--- src/include/pp_decode_map.svh ---
// register offsets, field positions and reset values of the parallel port register bank
`ifndef PP_DECODE_MAP_SVH
`define PP_DECODE_MAP_SVH
// apb map: paddr[15] selects configuration space, word index in paddr[12:2]
`define CFG_SPACE_BIT   15
`define IDX_LSB         2
`define IDX_W           11
// configuration indexes
`define CFG_ACTIVATE    11'h030
`define CFG_BASE_HIGH   11'h060
`define CFG_BASE_LOW    11'h061
`define CFG_IRQ_NUM     11'h070
`define CFG_IRQ_TYPE    11'h071
`define CFG_DMA_SEL     11'h074
`define CFG_DMA_REPORT  11'h075
`define CFG_PORT_SETUP  11'h0F0
// runtime first-level offsets
`define RT_DATA         11'h000
`define RT_STATUS       11'h001
`define RT_CONTROL      11'h002
`define RT_EPP_ADDR     11'h003
`define RT_EPP_BYTE0    11'h004
`define RT_EPP_BYTE3    11'h007
`define RT_FIFO         11'h400
`define RT_CAP_B        11'h401
`define RT_MODE_CTL     11'h402
`define RT_EXT_INDEX    11'h403
`define RT_EXT_WINDOW   11'h404
`define RT_EXT_AUX      11'h405
// second-level offsets
`define EXT_CTL0        8'h00
`define EXT_CTL2        8'h02
`define EXT_CTL4        8'h04
`define EXT_SETUP0      8'h05
// reset values
`define RST_ACTIVATE    8'h00
`define RST_BASE_HIGH   8'h02
`define RST_BASE_LOW    8'h78
`define RST_IRQ_NUM     8'h07
`define RST_IRQ_TYPE    8'h02
`define RST_DMA_SEL     8'h04
`define VAL_DMA_REPORT  8'h04
`define RST_PORT_SETUP  8'hF2
`define RST_MODE_CTL    8'h00
`define RD_UNMAPPED     8'h00
// fields
`define SETUP_EXT_EN    4
`define SETUP_MODE_HI   7
`define SETUP_MODE_LO   5
`define MODE_HI         7
`define MODE_LO         5
`define BASE_HIGH_WMASK 8'h07
`define BASE_LOW_WMASK  8'hFC
`define IRQ_TYPE_WMASK  8'h02
`define SETUP_ECP_EPP   3'h7
`define MODE_EPP        3'h4
`define MODE_NONE       3'h5
`endif

--- src/include/pp_decode_pkg.sv ---
// types shared by the parallel port register bank
package pp_decode_pkg;
    typedef enum {
        REG_NONE, REG_OUTPUT_LATCH, REG_ADDR_FIFO, REG_EPP_DATA, REG_LINE_STATUS, REG_EPP_STATUS,
        REG_LINE_CONTROL, REG_EPP_CONTROL, REG_EPP_LOCATION, REG_EPP_BYTE, REG_PP_FIFO, REG_ECP_FIFO,
        REG_TEST_FIFO, REG_CAP_A, REG_CAP_B, REG_MODE_CTL, REG_EXT_INDEX, REG_EXT_WINDOW, REG_EXT_AUX
    } rt_reg_e;
    typedef logic [7:0] byte_t;
endpackage

--- src/rtl/pp_register_decode.sv ---
// apb register bank of the parallel port: configuration set and mode-dependent runtime decode
//
// Summary of operation
// - mode comes from mode control register when setup bit 7 is set, else from setup bits 6-5
// - mode selects runtime decode and base alignment
// - 21 runtime registers share 14 offsets
// - offsets 403h-405h serve extended mode only
// - four second-level registers reached by index
// - extended registers need setup bit 4
// - extended accesses ignored while bit 4 clear
// - base high bits 7-3 read zero
// - base low bits 1-0 read zero
// - base bytes reset to 02h and 78h
// - irq type: only bit 1 writable
// - irq type bit 0 shows level in ecp+epp setup
// - irq number resets 07h, type 02h
// - dma select and report reset 04h
// - activate resets 00h, gated by global bit
// - port setup register resets to F2h
// - compatibility, bidirectional, fifo, epp, ecp modes
//
// Our own choice: the APB slave port.
`timescale 1ns/1ps
`include "pp_decode_map.svh"

module pp_register_decode
    import pp_decode_pkg::*;
#(
    parameter int    ADDR_W = 16,
    parameter byte_t CAP_A  = 8'h10,  // arbitrary capability value
    parameter byte_t CAP_B  = 8'h00   // arbitrary capability value
) (
    input  wire logic              pclk,
    input  wire logic              presetn,
    input  wire logic              psel,
    input  wire logic              penable,
    input  wire logic              pwrite,
    input  wire logic [ADDR_W-1:0] paddr,
    input  wire logic [31:0]       pwdata,
    input  wire logic [3:0]        pstrb,
    output logic      [31:0]       prdata,
    output logic                   pready,
    output logic                   pslverr,
    input  wire logic              global_enable,
    input  wire logic [7:0]        line_status_in,
    input  wire logic [7:0]        fifo_rdata,
    output logic      [7:0]        fifo_wdata,
    output logic                   fifo_push,
    output logic                   fifo_pop,
    output logic      [7:0]        output_latch,
    output logic      [7:0]        line_control,
    output logic      [15:0]       io_base,
    output logic                   io_align8,
    output logic      [2:0]        port_mode,
    output logic                   port_active
);
    if (ADDR_W < 16) begin : g_chk
        $error("ADDR_W below 16 cannot hold the register map");
    end

    // ****************************************
    // decode helpers
    // ****************************************
    function automatic rt_reg_e rt_decode(input logic [10:0] off, input logic [2:0] m, input logic ext_ok);
        rt_decode = REG_NONE;
        case (off)
            `RT_DATA:       rt_decode = (m <= 3'd1) ? REG_OUTPUT_LATCH : (m == 3'd3) ? REG_ADDR_FIFO :
                                        (m == `MODE_EPP) ? REG_EPP_DATA : REG_NONE;
            `RT_STATUS:     rt_decode = (m <= 3'd3) ? REG_LINE_STATUS : (m == `MODE_EPP) ? REG_EPP_STATUS : REG_NONE;
            `RT_CONTROL:    rt_decode = (m <= 3'd3) ? REG_LINE_CONTROL : (m == `MODE_EPP) ? REG_EPP_CONTROL : REG_NONE;
            `RT_EPP_ADDR:   rt_decode = (m == `MODE_EPP) ? REG_EPP_LOCATION : REG_NONE;
            `RT_FIFO:       rt_decode = (m == 3'd2) ? REG_PP_FIFO : (m == 3'd3) ? REG_ECP_FIFO :
                                        (m == 3'd6) ? REG_TEST_FIFO : (m == 3'd7) ? REG_CAP_A : REG_NONE;
            `RT_CAP_B:      rt_decode = (m == 3'd7) ? REG_CAP_B : REG_NONE;
            `RT_MODE_CTL:   rt_decode = REG_MODE_CTL;
            `RT_EXT_INDEX:  rt_decode = ext_ok ? REG_EXT_INDEX : REG_NONE;
            `RT_EXT_WINDOW: rt_decode = ext_ok ? REG_EXT_WINDOW : REG_NONE;
            `RT_EXT_AUX:    rt_decode = ext_ok ? REG_EXT_AUX : REG_NONE;
            default: begin
                if (off >= `RT_EPP_BYTE0 && off <= `RT_EPP_BYTE3 && m == `MODE_EPP) begin
                    rt_decode = REG_EPP_BYTE;
                end
            end
        endcase
    endfunction

    // second-level slot: {valid, slot}
    function automatic logic [2:0] ext_slot(input byte_t idx);
        case (idx)
            `EXT_CTL0:   ext_slot = 3'h4;
            `EXT_CTL2:   ext_slot = 3'h5;
            `EXT_CTL4:   ext_slot = 3'h6;
            `EXT_SETUP0: ext_slot = 3'h7;
            default:     ext_slot = 3'h0;
        endcase
    endfunction

    // ****************************************
    // state and decode
    // ****************************************
    byte_t       activate_q, base_hi_q, base_lo_q, irq_num_q, irq_type_q, dma_sel_q, setup_q;
    byte_t       mode_ctl_q, index_q, aux_q, latch_q, epp_data_q, control_q, location_q;
    byte_t       epp_byte_q [4];
    byte_t       ext_q [4];
    logic        first_q;
    logic [2:0]  mode_w;
    logic        ext_ok_w, cfg_w, wr_en, rd_setup;
    logic [10:0] idx_w;
    rt_reg_e     sel_w;
    logic [2:0]  slot_w;
    byte_t       wbyte, rd_d;

    // compatibility, bidirectional and epp setups force the mode, ecp setups take it from software
    always_comb begin
        if (setup_q[`SETUP_MODE_HI]) begin
            mode_w = mode_ctl_q[`MODE_HI:`MODE_LO];
            if (mode_w == `MODE_EPP && setup_q[`SETUP_MODE_HI:`SETUP_MODE_LO] != `SETUP_ECP_EPP) begin
                mode_w = `MODE_NONE;
            end
        end else begin
            case (setup_q[6:5])
                2'b00:   mode_w = 3'd0;
                2'b01:   mode_w = 3'd1;
                default: mode_w = `MODE_EPP;
            endcase
        end
    end

    assign ext_ok_w = setup_q[`SETUP_EXT_EN] && setup_q[`SETUP_MODE_HI] && mode_w <= 3'd3;
    assign cfg_w    = paddr[`CFG_SPACE_BIT];
    assign idx_w    = paddr[`IDX_LSB +: `IDX_W];
    assign sel_w    = cfg_w ? REG_NONE : rt_decode(idx_w, mode_w, ext_ok_w);
    assign slot_w   = ext_slot(index_q);
    assign wr_en    = psel && penable && pwrite && pready;
    assign rd_setup = psel && !penable && !pwrite;
    assign wbyte    = pstrb[0] ? pwdata[7:0] : rd_d;

    // ****************************************
    // read multiplexer
    // ****************************************
    always_comb begin
        rd_d = `RD_UNMAPPED;
        if (cfg_w) begin
            case (idx_w)
                `CFG_ACTIVATE:   rd_d = activate_q;
                `CFG_BASE_HIGH:  rd_d = base_hi_q;
                `CFG_BASE_LOW:   rd_d = base_lo_q;
                `CFG_IRQ_NUM:    rd_d = irq_num_q;
                `CFG_IRQ_TYPE:   rd_d = {irq_type_q[7:1], setup_q[7:5] == `SETUP_ECP_EPP};
                `CFG_DMA_SEL:    rd_d = dma_sel_q;
                `CFG_DMA_REPORT: rd_d = `VAL_DMA_REPORT;
                `CFG_PORT_SETUP: rd_d = setup_q;
                default:         rd_d = `RD_UNMAPPED;
            endcase
        end else begin
            case (sel_w)
                REG_OUTPUT_LATCH:                  rd_d = latch_q;
                REG_EPP_DATA:                      rd_d = epp_data_q;
                REG_LINE_STATUS, REG_EPP_STATUS:   rd_d = line_status_in;
                REG_LINE_CONTROL, REG_EPP_CONTROL: rd_d = control_q;
                REG_EPP_LOCATION:                  rd_d = location_q;
                REG_EPP_BYTE:                      rd_d = epp_byte_q[idx_w[1:0]];
                REG_ECP_FIFO, REG_TEST_FIFO:       rd_d = fifo_rdata;
                REG_CAP_A:                         rd_d = CAP_A;
                REG_CAP_B:                         rd_d = CAP_B;
                REG_MODE_CTL:                      rd_d = mode_ctl_q;
                REG_EXT_INDEX:                     rd_d = index_q;
                REG_EXT_WINDOW:                    rd_d = slot_w[2] ? ext_q[slot_w[1:0]] : `RD_UNMAPPED;
                REG_EXT_AUX:                       rd_d = aux_q;
                default:                           rd_d = `RD_UNMAPPED;
            endcase
        end
    end

    // ****************************************
    // apb answer: no wait state, read data is registered from the setup cycle so that it comes from a flop
    // ****************************************
    always_ff @(posedge pclk or negedge presetn) begin
        if (!presetn) begin
            pready  <= 1'b0;
            pslverr <= 1'b0;
            prdata  <= 32'h0000_0000;
        end else begin
            pready  <= psel && !penable;
            pslverr <= 1'b0;
            if (rd_setup) begin
                prdata <= {24'h00_0000, rd_d};
            end
        end
    end

    // ****************************************
    // configuration registers
    // ****************************************
    always_ff @(posedge pclk or negedge presetn) begin
        if (!presetn) begin
            activate_q <= `RST_ACTIVATE;
            base_hi_q  <= `RST_BASE_HIGH;
            base_lo_q  <= `RST_BASE_LOW;
            irq_num_q  <= `RST_IRQ_NUM;
            irq_type_q <= `RST_IRQ_TYPE;
            dma_sel_q  <= `RST_DMA_SEL;
            setup_q    <= `RST_PORT_SETUP;
        end else if (wr_en && cfg_w) begin
            case (idx_w)
                `CFG_ACTIVATE:   activate_q <= wbyte;
                `CFG_BASE_HIGH:  base_hi_q  <= wbyte & `BASE_HIGH_WMASK;
                `CFG_BASE_LOW:   base_lo_q  <= wbyte & `BASE_LOW_WMASK;
                `CFG_IRQ_NUM:    irq_num_q  <= wbyte;
                `CFG_IRQ_TYPE:   irq_type_q <= wbyte & `IRQ_TYPE_WMASK;
                `CFG_DMA_SEL:    dma_sel_q  <= wbyte;
                `CFG_PORT_SETUP: setup_q    <= wbyte;
                default:         ;
            endcase
        end
    end

    // ****************************************
    // runtime registers
    // ****************************************
    always_ff @(posedge pclk or negedge presetn) begin
        if (!presetn) begin
            mode_ctl_q <= `RST_MODE_CTL;
            index_q    <= 8'h00;
            aux_q      <= 8'h00;
            latch_q    <= 8'h00;
            epp_data_q <= 8'h00;
            control_q  <= 8'h00;
            location_q <= 8'h00;
            epp_byte_q <= '{default: 8'h00};
            ext_q      <= '{default: 8'h00};
        end else if (wr_en && !cfg_w) begin
            case (sel_w)
                REG_OUTPUT_LATCH:                  latch_q    <= wbyte;
                REG_EPP_DATA:                      epp_data_q <= wbyte;
                REG_LINE_CONTROL, REG_EPP_CONTROL: control_q  <= wbyte;
                REG_EPP_LOCATION:                  location_q <= wbyte;
                REG_EPP_BYTE:                      epp_byte_q[idx_w[1:0]] <= wbyte;
                REG_MODE_CTL:                      mode_ctl_q <= wbyte;
                REG_EXT_INDEX:                     index_q    <= wbyte;
                REG_EXT_AUX:                       aux_q      <= wbyte;
                REG_EXT_WINDOW: begin
                    if (slot_w[2]) begin
                        ext_q[slot_w[1:0]] <= wbyte;
                    end
                end
                default: ;
            endcase
        end
    end

    // ****************************************
    // fifo strobes toward the data path
    // ****************************************
    always_ff @(posedge pclk or negedge presetn) begin
        if (!presetn) begin
            fifo_push  <= 1'b0;
            fifo_pop   <= 1'b0;
            fifo_wdata <= 8'h00;
        end else begin
            fifo_push <= wr_en && !cfg_w &&
                         (sel_w inside {REG_ADDR_FIFO, REG_PP_FIFO, REG_ECP_FIFO, REG_TEST_FIFO});
            fifo_pop  <= psel && penable && pready && !pwrite && !cfg_w &&
                         (sel_w inside {REG_ECP_FIFO, REG_TEST_FIFO});
            if (wr_en) begin
                fifo_wdata <= wbyte;
            end
        end
    end

    // ****************************************
    // port-facing state
    // ****************************************
    always_ff @(posedge pclk or negedge presetn) begin
        if (!presetn) begin
            output_latch <= 8'h00;
            line_control <= 8'h00;
            io_base      <= 16'h0000;
            io_align8    <= 1'b0;
            port_mode    <= 3'd0;
            port_active  <= 1'b0;
            first_q      <= 1'b1;
        end else begin
            output_latch <= (mode_w == `MODE_EPP) ? epp_data_q : latch_q;
            line_control <= control_q;
            io_base      <= {base_hi_q, base_lo_q};
            // epp and the extended registers span eight bytes, so bit 2 leaves the match
            io_align8    <= mode_w == `MODE_EPP || ext_ok_w;
            port_mode    <= mode_w;
            port_active  <= activate_q[0] && global_enable;
            first_q      <= 1'b0;
        end
    end
endmodule // pp_register_decode

--- config.mk ---
export PLATFORM = sky130hd
export DESIGN_NAME = pp_register_decode
export DESIGN_NICKNAME = d
export VERILOG_FILES = /design/src/include/pp_decode_pkg.sv /design/src/rtl/pp_register_decode.sv
export VERILOG_INCLUDE_DIRS = /design/src /design/src/include
export SDC_FILE = /design/constraint.sdc
export NUM_CORES = 1
export LEC_CHECK = 0
export ABC_CLOCK_PERIOD_IN_PS = 6200
export BUFFER_PORTS_ARGS = -buffer_cell sky130_fd_sc_hd__buf_4
export CAP_MARGIN = 0
export CORE_MARGIN = 2
export CORE_UTILIZATION = 50
export CTS_CLUSTER_SIZE = 8
export DETAILED_ROUTE_END_ITERATION = 16
export PLACE_DENSITY = 0.81
export SLEW_MARGIN = 15
export SYNTH_ARGS = -nofsm -noshare
export SYNTH_HDL_FRONTEND = slang
export SYNTH_SLANG_ARGS = --single-unit
export TNS_END_PERCENT = 100
--- constraint.sdc ---
create_clock -name pclk -period 6.2 [get_ports pclk]
set_clock_uncertainty 0.15 [all_clocks]
set_input_delay 0.31 -clock pclk [delete_from_list [all_inputs] [get_ports pclk]]
set_output_delay 0.31 -clock pclk [all_outputs]
set_load 0.1 [all_outputs]
==> reports/metrics.yaml <==
p_int_w: 0.002371
hold_path_class: "primary input to flop"
first_iter_violations: 1041
yosysUniqueCellTypes: 99
vias: 10058
ys_seq_area_share_pct: 45.93
synth_top_family_by_area: "compound AO/OA/AOI/OAI gates"
synth.avg_cell_area_sq_um: 9.946
io_buffers: 91
grt_pass1_wl_um: 57900
tritoncts: "done"
power_switching_w: 0.0009536
initial_core_util_pct: 50.96
syn_area_sq_mm: 0.01154
antenna_left: 0
yosysWarningCount: 0
synth_commonest_cells: "nand2_1, dfrtp_1, o31ai_1"
rsz0062_at_grt: "no"
placedInstanceArea_sq_mm: 0.01221
status: "finished clean"
synthAdderAreaFrac_pct: 0
clk_pin_slew_ps: 60
cp-start-kind: "flop"
ir_drop_mv: 0.1635
largestRegisters: "epp_byte_q (32), ext_q (32), io_base (9)"
post_cts_buffers: 0
cts_max_level: 1
via_per_inst: 6.617
grtUsageTotal_pct: 31.35
num_antenna_cells: 0
maxCapViolCount: 0
overflow: 0
yosys_most_used_dff: "dfrtp_1"
critical_path_peak_fanout: 17
antenna_found_initial: 0
cts.sink_count: 211
die_area_sq_mm: 0.02431
core_area_sq_mm: 0.02264
rows: 55
fin_nets: 1297
chipHeight_um: 155.9
swShare_pct: 28.69
synthXorXnorAreaFrac_pct: 0
grt_pass1_vias: 9841
fin_util_pct: 58.09
worstPathArrival_ps: 4910
final_area_sq_mm: 0.01315
finalHoldViolations: 0
fmax_mhz: 214.4
synth_mux_area_share_pct: 5.932
syn_inst: 1160
fin_tns_setup_ps: 0
io_pins: 155
synth_top_cell_area_share_pct: 42.51
clockBufferDepth: 3
clockPowerShare_pct: 44.3
die_x_um: 155.9
grt_max_degree: 79
post-route-period-util_pct: 75.23
cts_buffers: 30
pwr-share-seq_pct: 42.4
crit_required_ps: 6440
synthArstFlopShare_pct: 100.0
route.detailed.drc: 0
setup_ws_ps: 1536
worst_pin_slew_ps: 1104
setup_viol: 0
slew_viol_final: 0
p_comb_share_pct: 13.3
cellPowerDensity_mw_per_mm2: 252.8
clockRootBuffer: "clkbuf_16"
syn2layout_area_growth_pct: 14.00
period_minus_slack_ps: 4664
crit_type: "flop to flop"
p_total_w: 0.003324
cp-end-kind: "flop"
relSlewSlack_pct: 26.31
wire_per_inst_um: 25.09
place_congestion: 0.9660
synth.area.top_cells: "dfrtp_1, o31ai_1, nand2_1"
clock_latency_ps: 540
synth-seq-cells: 211
hpwl_um: 25780
final_layout_size_suffix_gt1_share_pct: 20.81
synth_edf_count: 0
dp_slack_ps: 1746
yosysTopAreaCell: "dfrtp_1"
synth_compound_area_share_pct: 23.49
firstDrtPassIters: 6
fillers: 1889
synth-simple-area-share_pct: 18.21
p_leak_nw: 5.567
synth.most_common_cell: "nand2_1"
wirelength_um: 38140
[cell families after synthesis]
group           count (synthesis)
compound gates                335
flops                         211
other cells                     1
mux                            54
simple gates                  420
buf+inv                       139
[repair_timing]
action | in CTS | in global routing
endpoints found under the hold margin | 77 | 0
gates resized for setup | 0 | 0
hold buffers | 11 | 0
[cell type report]
cell class / instances / area, sq um / area share, %
clock buffer: 43 / 820.8 / 6.240
multi-input combinational: 841 / 5644 / 42.91
sequential: 211 / 5299 / 40.29
timing repair buffer: 125 / 972.2 / 7.392
clock inverter: 1 / 7.507 / 0.05708
tap: 285 / 356.6 / 2.711
inverter: 14 / 52.55 / 0.3995
[metal layers]
metal / up-vias / GRT usage (%) / part of all wire (%)
li1: 4453 / - / -
met1: 4943 / 41.33 / 40
met2: 543 / 49.43 / 46
met3: 119 / 7.917 / 9.7
met4: 0 / 13.24 / 4.3
met5: - / 0.8282 / 0
[placed cells by master (no fill, tap or decap), types with 9 or more instances in the layout]
master,netlist,routed
nand2_1,212,212
dfrtp_1,196,196
buf_4,35,113
o31ai_1,110,110
nand4_1,39,39
nor2_1,37,37
mux2_2,34,34
conb_1,1,32
clkbuf_16,0,31
a21oi_1,26,26
o21ai_1,25,25
nand3_1,25,25
o31ai_2,20,20
a211oi_1,16,16
nor3_1,16,16
dfstp_2,15,15
inv_1,14,14
o21ai_0,12,12
clkbuf_1,52,12
mux2i_1,11,11
dlygate4sd3_1,0,11
and3_1,10,10
o211ai_1,9,9
nor4_1,9,9
a22o_1,9,9
[path summary, 6_finish.rpt]
| check | startpoint | endpoint | slack, ps | cells past startpoint |
|---|---|---|---|---|
| hold / removal | fifo_rdata[1] | prdata[1] | 70 | 3 |
| max in group asynchronous | presetn | io_align8 | 4370 | 3 |
| hold reg to reg | base_lo_q[2] | io_base[2] | 250 | 0 |
| setup / recovery | mode_ctl_q[7] | dma_sel_q[4] | 1540 | 9 |
| min in group asynchronous | presetn | ext_q[29] | 210 | 2 |
| setup reg to reg | mode_ctl_q[7] | dma_sel_q[4] | 1540 | 9 |
[power groups by stage]
stage	clock network, W	registers (W)	logic [W]
after global placement	0	0.00143	0.000432
after floorplan	0	0.00156	0.000191
after detailed placement	0	0.00143	0.000435
final	0.00147	0.00141	0.000444
after global routing	0.00155	0.00141	0.000459
after CTS	0.00149	0.00141	0.000440
[per-stage QoR]
step	cells	hold WS, ps
5_1_grt	1520	63.69
3_5_place_dp	1465	226.3
2_1_floorplan	1191	-135.6
4_1_cts	1520	49.39
6_report	1520	67.40
3_3_place_gp	1465	226.6
[worst max-delay path, cell delays in order (launching register included)]
cell and delay [ps]:
dfrtp_1 590, and4b_1 250, a211oi_1 400, o22ai_2 290, nor2_2 920, o221ai_1 420, a211o_1 410, nor4_4 600
buf_4 360, o31ai_1 120
Note: power is estimated with default switching activity, not from simulation.
